**config.mk**
```make
export PLATFORM = sky130hd
export DESIGN_NAME = ring_engine
export DESIGN_NICKNAME = d
export VERILOG_FILES = /design/src/hw/ring_pkg.sv /design/src/hw/ring_engine.sv
export SDC_FILE = /design/constraint.sdc
export NUM_CORES = 1
export LEC_CHECK = 0
export ABC_AREA = 1
export ABC_CLOCK_PERIOD_IN_PS = 4200
export BUFFER_PORTS_ARGS = -buffer_cell sky130_fd_sc_hd__buf_2
export CAP_MARGIN = 10
export CORE_ASPECT_RATIO = 0.75
export CORE_UTILIZATION = 35
export DETAILED_ROUTE_END_ITERATION = 10
export MAX_ROUTING_LAYER = met4
export PLACE_DENSITY = 0.59
export RECOVER_POWER = 100
export SETUP_SLACK_MARGIN = 0.3
export SLEW_MARGIN = 20
export SYNTH_ARGS = -nofsm -noshare
export SYNTH_HDL_FRONTEND = slang
export SYNTH_SLANG_ARGS = --single-unit
```
**constraint.sdc**
```tcl
create_clock -name clk -period 4.2 [get_ports clk]
set_input_delay 0.63 -clock clk [delete_from_list [all_inputs] [get_ports clk]]
set_output_delay 0.63 -clock clk [all_outputs]
set_load 0.01 [all_outputs]
```
**src/hw/ring_pkg.sv**
```systemverilog
/*
 * shared constants and carrier types for the packed ring engine:
 * descriptor layout, flag bits, suppression encoding, register map.
 * assumes a single 125 MHz clock domain and a simple memory port.
 */
package ring_pkg;
    // ************************************************************
    // descriptor layout
    // ************************************************************
    localparam int DESC_BYTES      = 16;           // bytes per ring slot
    localparam int DESC_ALIGN      = 16;           // ring base alignment
    localparam int SUPP_BYTES      = 4;            // suppression structure size
    localparam int SUPP_ALIGN      = 4;            // suppression alignment
    localparam int FLAG_CONT       = 0;            // continuation_flag bit
    localparam int FLAG_WR         = 1;            // device_writable_flag bit (value 2)
    localparam int FLAG_IND        = 2;            // indirect_table_flag bit
    localparam int FLAG_AVAIL      = 7;            // available_flag bit
    localparam int FLAG_USED       = 15;           // used_flag bit
    localparam int OFF_BITS        = 15;           // event offset width
    localparam int MAX_CHAIN       = 8;            // device limit per list
    // suppression flag codes
    localparam logic [1:0] EVT_ENABLE  = 2'h0;
    localparam logic [1:0] EVT_DISABLE = 2'h1;
    localparam logic [1:0] EVT_DESC    = 2'h2;
    // ************************************************************
    // register map (word offsets)
    // ************************************************************
    localparam logic [3:0] REG_CTRL     = 4'h0;    // bit0 run, bit1 event idx feature
    localparam logic [3:0] REG_RING_LO  = 4'h1;    // ring base low
    localparam logic [3:0] REG_RING_HI  = 4'h2;    // ring base high
    localparam logic [3:0] REG_QSIZE    = 4'h3;    // queue size
    localparam logic [3:0] REG_DRV_EVT  = 4'h4;    // driver suppression address low
    localparam logic [3:0] REG_DEV_EVT  = 4'h5;    // own suppression word
    localparam logic [3:0] REG_STATUS   = 4'h6;    // used and available positions and wraps
    localparam logic [3:0] REG_COMPLETE = 4'h7;    // write: id of completed buffer
    localparam logic [3:0] REG_ERRORS   = 4'h8;    // sticky error bits
    localparam logic [3:0] REG_NOTIFY   = 4'h9;    // driver notify: off/wrap
    localparam int CTRL_RUN = 0;
    localparam int CTRL_EVI = 1;
    localparam int ERR_CHAIN = 0;                  // list longer than limit
    localparam int ERR_IND   = 1;                  // indirect inside list
    localparam int ERR_ALIGN = 2;                  // misaligned bases
    localparam int ERR_SUPP  = 3;                  // reserved suppression code
    localparam logic [15:0] QSIZE_RST = 16'h0100;  // default queue size

    // memory request: one 64-bit beat, byte address
    typedef struct packed {
        logic        wr;
        logic [63:0] addr;
        logic [63:0] wdata;
        logic [7:0]  be;
    } mem_req_t;

    // fetched descriptor handed to the consumer
    typedef struct packed {
        logic [63:0] addr;
        logic [31:0] len;
        logic [15:0] id;
        logic        writable;
        logic        last;
    } desc_t;
endpackage : ring_pkg

```
**src/hw/ring_engine.sv**
```systemverilog
/*
 * device end of a packed descriptor ring with event suppression.
 * assumes a memory port that answers each request with mem_ack and,
 * for reads, mem_rdata in the same cycle; the consumer takes descriptors
 * on desc_valid and reports completions through the register port.
 */
// Function
// - suppression codes: enable, disable, per slot
// - per-slot code only with event index
// - 15-bit offset names one ring slot
// - event wrap must match ring wrap
// - two le16 words: offset/wrap, flags
// - device reads driver structure, writes own; own kept only in dev_evt register, never written to memory
// - read peer structure after writing descriptors
// - 16-byte slots, 4-byte suppression, any size
// - fetch in ring order, write in completion
// - descriptor: addr64, len32, id16, flags16
// - no writes to readable buffers
// - consume only after available flag changes
// - no change after used flag written
// - repeated driver notifications are harmless
// - consume list in order, own limit
// - available when flags differ, used equal
// - device-writable marker value 2
module ring_engine
    import ring_pkg::*;
(
    input  wire logic        clk,          // 125 MHz
    input  wire logic        arst_n,       // async reset, low
    input  wire logic [3:0]  reg_addr,     // word index
    input  wire logic [31:0] reg_wdata,    // write data
    input  wire logic        reg_wr,       // write strobe
    input  wire logic        reg_rd,       // read strobe
    output logic      [31:0] reg_rdata,    // read data, cycle after strobe
    output mem_req_t         mem_req,      // memory request
    output logic             mem_valid,    // request valid
    input  wire logic        mem_ack,      // request taken
    input  wire logic [63:0] mem_rdata,    // read beat
    output desc_t            desc,         // fetched descriptor
    output logic             desc_valid,   // descriptor valid
    input  wire logic        desc_ready,   // consumer takes it
    output logic             used_notify   // one-cycle used-buffer notification
);
    // ************************************************************
    // state
    // ************************************************************
    typedef enum logic [2:0] {
        S_IDLE, S_FETCH0, S_FETCH1, S_HAND, S_USED, S_SUPP
    } state_t;
    state_t      state;          // engine state
    logic        run;            // queue enabled
    logic        evt_idx;        // event_index_feature negotiated
    logic [63:0] ring_base;      // ring base byte address
    logic [15:0] qsize;          // queue size, any value
    logic [63:0] drv_evt;        // driver suppression address
    logic [31:0] dev_evt;        // own suppression structure
    logic [14:0] avail_pos;      // next slot to fetch
    logic        avail_wrap;     // expected available wrap
    logic [14:0] used_pos;       // next slot to write used
    logic        used_wrap;      // used wrap counter
    logic [63:0] beat0;          // len, id, flags beat of fetched slot
    logic [3:0]  chain_len;      // descriptors in current list
    logic [15:0] done_id;        // completed buffer id
    logic [14:0] done_cnt;       // slots the completed list took
    logic        done_wr;        // data written to buffer
    logic        done_pend;      // completion waiting
    logic [3:0]  errors;         // sticky error bits
    logic [14:0] notify_pos;     // last driver notification
    logic        notify_wrap;    // last driver notification wrap
    logic [14:0] list_cnt;       // slots of list in flight
    logic [14:0] next_used_pos;  // used position after skip
    logic        next_used_wrap; // used wrap after skip
    logic [15:0] dflags;         // flags of fetched slot
    logic        is_avail;       // slot offered by driver
    logic [15:0] bflags;         // flags of held beat
    logic [14:0] last_used_pos;  // slot of latest used write
    logic        last_used_wrap; // wrap of latest used write

    // ************************************************************
    // descriptor decode
    // ************************************************************
    // flags word sits in top 16 bits of second beat, le layout
    assign dflags   = mem_rdata[63:48];
    // available when the flag equals the expected wrap and used differs
    assign is_avail = (dflags[FLAG_AVAIL] == avail_wrap) && (dflags[FLAG_USED] != avail_wrap);
    // flags of the beat held between the two fetch reads
    assign bflags   = beat0[63:48];

    // used position advance over the whole list, wrapping at qsize
    always_comb begin
        logic [15:0] sum;
        sum = 16'({1'b0, used_pos}) + 16'({1'b0, done_cnt});
        next_used_wrap = used_wrap;
        if (sum >= qsize) begin
            sum = sum - qsize;
            next_used_wrap = ~used_wrap;
        end
        next_used_pos = sum[14:0];
    end

    // ************************************************************
    // register port
    // ************************************************************
    // software configuration writes
    always_ff @(posedge clk or negedge arst_n) begin
        if (!arst_n) begin
            run       <= 1'b0;
            evt_idx   <= 1'b0;
            ring_base <= 64'h0;
            qsize     <= QSIZE_RST;
            drv_evt   <= 64'h0;
            dev_evt   <= 32'h0;
            notify_pos  <= 15'h0;
            notify_wrap <= 1'b0;
        end else if (reg_wr) begin
            unique case (reg_addr)
                REG_CTRL:    begin
                    run     <= reg_wdata[CTRL_RUN];
                    evt_idx <= reg_wdata[CTRL_EVI];
                end
                // 16-byte alignment kept by forcing low bits
                REG_RING_LO: ring_base[31:0] <= {reg_wdata[31:4], 4'h0};
                REG_RING_HI: ring_base[63:32] <= reg_wdata;
                REG_QSIZE:   qsize <= reg_wdata[15:0];
                REG_DRV_EVT: drv_evt <= {32'h0, reg_wdata[31:2], 2'h0};
                // own structure: reserved bits forced zero, code 3 refused
                REG_DEV_EVT: if (reg_wdata[17:16] != 2'h3 &&
                                 (evt_idx || reg_wdata[17:16] != EVT_DESC)) begin
                    dev_evt <= {14'h0, reg_wdata[17:16], reg_wdata[15:0]};
                end
                // repeated notifications only overwrite the hint
                REG_NOTIFY:  begin
                    notify_pos  <= reg_wdata[14:0];
                    notify_wrap <= reg_wdata[15];
                end
                default:     ;
            endcase
        end
    end

    // completion report from consumer
    always_ff @(posedge clk or negedge arst_n) begin
        if (!arst_n) begin
            done_pend <= 1'b0;
            done_id   <= 16'h0;
            done_wr   <= 1'b0;
        end else if (reg_wr && reg_addr == REG_COMPLETE && !done_pend) begin
            done_pend <= 1'b1;
            done_id   <= reg_wdata[15:0];
            done_wr   <= reg_wdata[16];
        end else if (state == S_USED && mem_ack) begin
            done_pend <= 1'b0;
        end
    end

    // read data one cycle after strobe
    always_ff @(posedge clk or negedge arst_n) begin
        if (!arst_n) begin
            reg_rdata <= 32'h0;
        end else if (reg_rd) begin
            unique case (reg_addr)
                REG_CTRL:    reg_rdata <= {30'h0, evt_idx, run};
                REG_RING_LO: reg_rdata <= ring_base[31:0];
                REG_RING_HI: reg_rdata <= ring_base[63:32];
                REG_QSIZE:   reg_rdata <= {16'h0, qsize};
                REG_DRV_EVT: reg_rdata <= drv_evt[31:0];
                REG_DEV_EVT: reg_rdata <= dev_evt;
                REG_STATUS:  reg_rdata <= {used_wrap, used_pos, avail_wrap, avail_pos};
                REG_ERRORS:  reg_rdata <= {28'h0, errors};
                REG_NOTIFY:  reg_rdata <= {16'h0, notify_wrap, notify_pos};
                default:     reg_rdata <= 32'h0;
            endcase
        end else begin
            reg_rdata <= 32'h0;
        end
    end

    // ************************************************************
    // ring engine
    // ************************************************************
    // fetch in ring order, write used in completion order
    always_ff @(posedge clk or negedge arst_n) begin
        if (!arst_n) begin
            state      <= S_IDLE;
            avail_pos  <= 15'h0;
            avail_wrap <= 1'b1;
            used_pos   <= 15'h0;
            used_wrap  <= 1'b1;
            last_used_pos  <= 15'h0;
            last_used_wrap <= 1'b1;
            beat0      <= 64'h0;
            chain_len  <= 4'h0;
            list_cnt   <= 15'h0;
            done_cnt   <= 15'h0;
            errors     <= 4'h0;
            desc       <= '0;
            used_notify <= 1'b0;
        end else begin
            used_notify <= 1'b0;
            unique case (state)
                S_IDLE: begin
                    if (done_pend) state <= S_USED;          // completions first
                    else if (run) state <= S_FETCH0;
                end
                // flags beat first: no payload is taken ahead of its flag
                S_FETCH0: if (mem_ack) begin
                    if (is_avail) begin
                        beat0 <= mem_rdata;                  // len, id, flags
                        state <= S_FETCH1;
                    end else begin
                        state <= S_IDLE;                     // poll again later
                    end
                end
                S_FETCH1: if (mem_ack) begin
                    desc.addr     <= mem_rdata;              // addr field
                    desc.len      <= beat0[31:0];
                    desc.id       <= beat0[47:32];
                    desc.writable <= bflags[FLAG_WR];
                    desc.last     <= ~bflags[FLAG_CONT];
                    // list limit and indirect-in-list checks
                    if (chain_len == 4'(MAX_CHAIN - 1) && bflags[FLAG_CONT])
                        errors[ERR_CHAIN] <= 1'b1;
                    if (bflags[FLAG_IND] && (bflags[FLAG_CONT] || chain_len != 4'h0))
                        errors[ERR_IND] <= 1'b1;
                    chain_len <= bflags[FLAG_CONT] ? chain_len + 4'h1 : 4'h0;
                    list_cnt  <= list_cnt + 15'h1;
                    // advance one slot, toggle wrap at end
                    if (16'({1'b0, avail_pos}) + 16'h1 >= qsize) begin
                        avail_pos  <= 15'h0;
                        avail_wrap <= ~avail_wrap;
                    end else begin
                        avail_pos <= avail_pos + 15'h1;
                    end
                    state <= S_HAND;
                end
                // hand over in chain order
                S_HAND: if (desc_ready) begin
                    if (desc.last) begin
                        done_cnt <= list_cnt;
                        list_cnt <= 15'h0;
                    end
                    state <= S_IDLE;
                end
                // single used write for the whole list, never touched again
                S_USED: if (mem_ack) begin
                    last_used_pos  <= used_pos;              // slot just marked used
                    last_used_wrap <= used_wrap;
                    used_pos  <= next_used_pos;
                    used_wrap <= next_used_wrap;
                    state     <= S_SUPP;
                end
                // read driver structure and decide notification
                S_SUPP: if (mem_ack) begin
                    unique case (mem_rdata[17:16])
                        EVT_ENABLE:  used_notify <= 1'b1;
                        EVT_DISABLE: used_notify <= 1'b0;
                        EVT_DESC:    used_notify <= evt_idx &&
                            (mem_rdata[14:0] == last_used_pos) &&
                            (mem_rdata[15] == last_used_wrap);
                        default:     errors[ERR_SUPP] <= 1'b1;
                    endcase
                    state <= S_IDLE;
                end
                default: state <= S_IDLE;
            endcase
            if (ring_base[3:0] != 4'h0 || drv_evt[1:0] != 2'h0)
                errors[ERR_ALIGN] <= 1'b1;
        end
    end

    // ************************************************************
    // memory requests
    // ************************************************************
    // slot byte address is base plus 16 per slot
    always_comb begin
        mem_req   = '0;
        mem_valid = 1'b0;
        unique case (state)
            S_FETCH0: begin
                mem_valid    = 1'b1;
                mem_req.addr = ring_base + {45'h0, avail_pos, 4'h8};
            end
            S_FETCH1: begin
                mem_valid    = 1'b1;
                mem_req.addr = ring_base + {45'h0, avail_pos, 4'h0};
            end
            // used descriptor: id and flags with both flags equal to wrap
            S_USED: begin
                mem_valid     = 1'b1;
                mem_req.wr    = 1'b1;
                mem_req.addr  = ring_base + {45'h0, used_pos, 4'h8};
                mem_req.be    = 8'hff;
                mem_req.wdata = {used_wrap, 7'h0, used_wrap, 5'h0, done_wr, 1'b0,
                                 done_id, 32'h0};
            end
            // only the driver structure is read by the device
            S_SUPP: begin
                mem_valid    = 1'b1;
                mem_req.addr = drv_evt;
            end
            default: ;
        endcase
    end

    assign desc_valid = (state == S_HAND);

    // ************************************************************
    // checks
    // ************************************************************
    AST_USED_THEN_SUPP: assert property (@(posedge clk) disable iff (!arst_n)
        (state == S_USED && mem_ack) |=> state == S_SUPP)
        else $error("used write not followed by suppression read");
    AST_NO_NOTIFY_DISABLED: assert property (@(posedge clk) disable iff (!arst_n)
        (state == S_SUPP && mem_ack && mem_rdata[17:16] == EVT_DISABLE) |=> !used_notify)
        else $error("notification despite disable");
    AST_NOTIFY_ENABLED: assert property (@(posedge clk) disable iff (!arst_n)
        (state == S_SUPP && mem_ack && mem_rdata[17:16] == EVT_ENABLE) |=> used_notify)
        else $error("missing notification");
    AST_DESC_NEEDS_EVI: assert property (@(posedge clk) disable iff (!arst_n)
        (state == S_SUPP && mem_ack && mem_rdata[17:16] == EVT_DESC && !evt_idx)
        |=> !used_notify)
        else $error("per-slot event without feature");
    AST_FETCH_AVAIL: assert property (@(posedge clk) disable iff (!arst_n)
        (state == S_FETCH0 && mem_ack && !is_avail) |=> state == S_IDLE && $stable(avail_pos))
        else $error("consumed slot not available");
    AST_DESC_SLOT_HIT: assert property (@(posedge clk) disable iff (!arst_n)
        (state == S_SUPP && mem_ack && mem_rdata[17:16] == EVT_DESC && evt_idx &&
         mem_rdata[14:0] == last_used_pos && mem_rdata[15] == last_used_wrap)
        |=> used_notify)
        else $error("per-slot event missed");
    AST_DESC_WRAP_MISS: assert property (@(posedge clk) disable iff (!arst_n)
        (state == S_SUPP && mem_ack && mem_rdata[17:16] == EVT_DESC &&
         mem_rdata[15] != last_used_wrap) |=> !used_notify)
        else $error("per-slot event despite wrap mismatch");
    AST_SUPP_READ_ONLY: assert property (@(posedge clk) disable iff (!arst_n)
        (state == S_SUPP && mem_valid) |-> !mem_req.wr)
        else $error("write to driver structure");
    AST_USED_FLAGS_EQ: assert property (@(posedge clk) disable iff (!arst_n)
        (mem_valid && mem_req.wr) |-> mem_req.wdata[63] == mem_req.wdata[55])
        else $error("used flags differ");
    AST_SLOT_ALIGN: assert property (@(posedge clk) disable iff (!arst_n)
        (mem_valid && state != S_SUPP) |-> mem_req.addr[2:0] == 3'h0)
        else $error("misaligned slot access");
endmodule // ring_engine

```
==> results_dict.tcl <==
set metrics [dict create \
    violations "capacitance limit, slew limit" \
    via_per_inst 5.186 \
    synth.distinct_cells 51 \
    grt.total_usage_pct 27.70 \
    pin_count 392 \
    wl_met2_um 41120 \
    utilization_pct 40.77 \
    crit_type "reg2out" \
    grt_antenna_before_repair 6 \
    crit_required_ns 3.57 \
    slew_headroom_pct -106.5 \
    synthTopCellsByArea "dfrtp_1 42%, nand2_1 18%, nand3_1 6.4%" \
    initial_utilization_pct 35.55 \
    first_pass_iters 6 \
    min_path_cells 2 \
    ant_nets 0 \
    fillCellCount 7881 \
    area_delta_synth_final_pct 14.69 \
    routed.top_layer "met4" \
    ys_warn_count 0 \
    hp-start "mem_rdata[17]" \
    grt_pass1_vias 23370 \
    cap_violations 5 \
    numPortBuffers 344 \
    finalWorstSetupSlack_ns 0.2521 \
    cts_sinks 446 \
    ys_async_sr_fraction_pct 100.0 \
    start_kind "flop" \
    grt_overflow 0 \
    via_count 26010 \
    min_period_over_period_pct 94.00 \
    syn_area_um2 26280 \
    fp-row-count 86 \
    core_area_um2 73920 \
    htreeDepth 2 \
    synthDominantCellAreaShare_pct 42.09 \
    power.leakage_nw 15.22 \
    setup_viol 0 \
    cts-root-buf "clkbuf_16" \
    dp_slack_ns 0.7628 \
    cp-end-kind "primary output" \
    final_common_cell "nand2_1" \
    ys_dominant_reg_cell "dfrtp_1" \
    fp.dieW_um 318.4 \
    cp_slowest_cell "o21ai_0" \
    crit_chain "inv_1, nand3_1, nand2_2, clkinv_1, o21ai_0, buf_2" \
    grt_max_degree 111 \
    fp.dieH_um 239.3 \
    numCtsBuffers 48 \
    clkTransAtPathRegs_ns 0.07 \
    die-area_um2 76200 \
    hold_viol 0 \
    min_to "used_notify" \
    crit_arrival_ns 3.32 \
    wl_met1_um 49120 \
    first_iter_violations 3208 \
    wl_per_cell_um 20.93 \
    cts_buffer_depth 3 \
    clk_latency_ns 0.61 \
    reg2reg_to "used_pos[7]" \
    fin_crit_ns 3.948 \
    irDropWorstVdd_mv 0.3852 \
    fin_nets 4196 \
    yosys_register_bits 446 \
    r2r_start "used_pos[2]" \
    tightestPinTransition_ns 3.097 \
    worst_hold_path_type "in2reg" \
    worstRegToRegCells 19 \
    rsz0062_at_grt "no" \
    yosysTopAreaCell "dfrtp_1" \
    synth_edf_count 0 \
    place_hpwl_um 81290 \
    drt-total-wl_um 105000 \
    gp_congestion 1.016 \
    tns_ns 0 \
    pwr_density_cell_nw_per_um2 693.5 \
    fmax_mhz 253.3 \
    yosysSeqAreaShare_pct 42.49 \
    status "finished, violations left" \
    cp_max_fo 10 \
    dr_wl_met3_um 12080 \
    cts_tree "done" \
    layout-drive-gt1-share_pct 6.899 \
    avgSynthCellArea_um2 7.095 \
    grt_pass1_wl_um 153400 \
    fin_skew_ns 0.02294 \
    max_stage_delay_ns 0.88 \
    regToRegSetupSlack_ns 0.49 \
    layout_common_cells "1267 x nand2_1, 437 x dfrtp_1, 427 x inv_1" \
    drc 0 \
    syn_inst 3704 \
    report.final.slew_viol_count 287 \
]
## worst max-delay path, delay by kind of cell, from the launching register on
kind | cells | cell delay, ns
compound gates | 1 | 0.88
buf+inv | 3 | 0.87
flops | 1 | 0.43
simple gates | 2 | 0.51
## per-stage QoR
step           power [mW]  instance area [µm²]  hold slack [ns]  instances
6_report            20.90                30140           0.2076       5016
5_1_grt             22.23                30140           0.1997       5014
4_1_cts             20.94                30540           0.1591       5011
3_5_place_dp        16.35                28870           0.4528       4922
3_3_place_gp        16.37                28870           0.4485       4922
2_1_floorplan       12.51                26450           0.3344       3750
## what timing repair did
action	CTS	global route
buffers inserted	0	1
hold buffers	0	0
endpoints found under the setup margin	9	34
resized for setup	3	19
endpoints found under the hold margin	0	0
gates cloned	0	0
## final cells by class
type	instances	area [µm²]	share of cell area [%]
Antenna cell	4	10.01	0.03321
Clock buffer	65	1355	4.496
Clock inverter	24	305.3	1.013
Inverter	445	1670	5.542
Multi-Input combinational cell	2681	12720	42.21
Sequential cell	446	11170	37.07
Tap cell	968	1211	4.018
Timing Repair Buffer	383	1694	5.621
## worst max path at each step
stage	start	to	slack [ns]	depth (start not counted)
5_1_grt	ring_base[4]	mem_req[80]	0.19	9
3_3_place_gp	avail_pos[0]	mem_req[108]	0.78	15
2_1_floorplan	used_pos[0]	used_pos[0]	1.19	20
3_5_place_dp	used_pos[2]	used_pos[6]	0.76	16
6_report	state[2]	mem_req[78]	0.25	6
4_1_cts	used_pos[0]	mem_req[80]	0.33	7
## layer usage
| metal | global-route usage [%] | vias to the layer above |
|---|---|---|
| li1 | - | 12440 |
| met1 | 41.01 | 12230 |
| met2 | 35.78 | 1205 |
| met3 | 8.202 | 139 |
| met4 | 7.305 | 0 |
| met5 | - | - |
## cell families after synthesis
| kind of cell | count (synthesis) | synth area share, % |
|---|---|---|
| other cells | 1 | 0.01427 |
| compound gates | 569 | 11.88 |
| xor+xnor | 43 | 1.433 |
| simple gates | 1937 | 30.19 |
| buf+inv | 623 | 9.831 |
| fa+ha+maj | 85 | 4.161 |
| flops | 446 | 42.49 |
## synthesized netlist by cell type (41+ instances only)
master	number
ha_1	81
nor2_1	230
dfrtp_1	442
a21oi_1	93
clkbuf_1	97
o22ai_1	41
nand3_1	337
buf_4	56
nand4_1	42
o21ai_0	335
nand2_1	1271
inv_1	419
## sequential cells by signal, summed over array words and instances, names as in the netlist, 16 cells and up
signal and cells:
done_id 16, qsize 16, desc 114, ring_base 60
drv_evt 30, reg_rdata 32, beat0 51, dev_evt 18
## where the power goes
group	switching, mW	internal, mW
Clock	1.91	2.60
Combinational	6.42	2.84
Sequential	1.44	5.69
(Power assumes the default switching activity.)
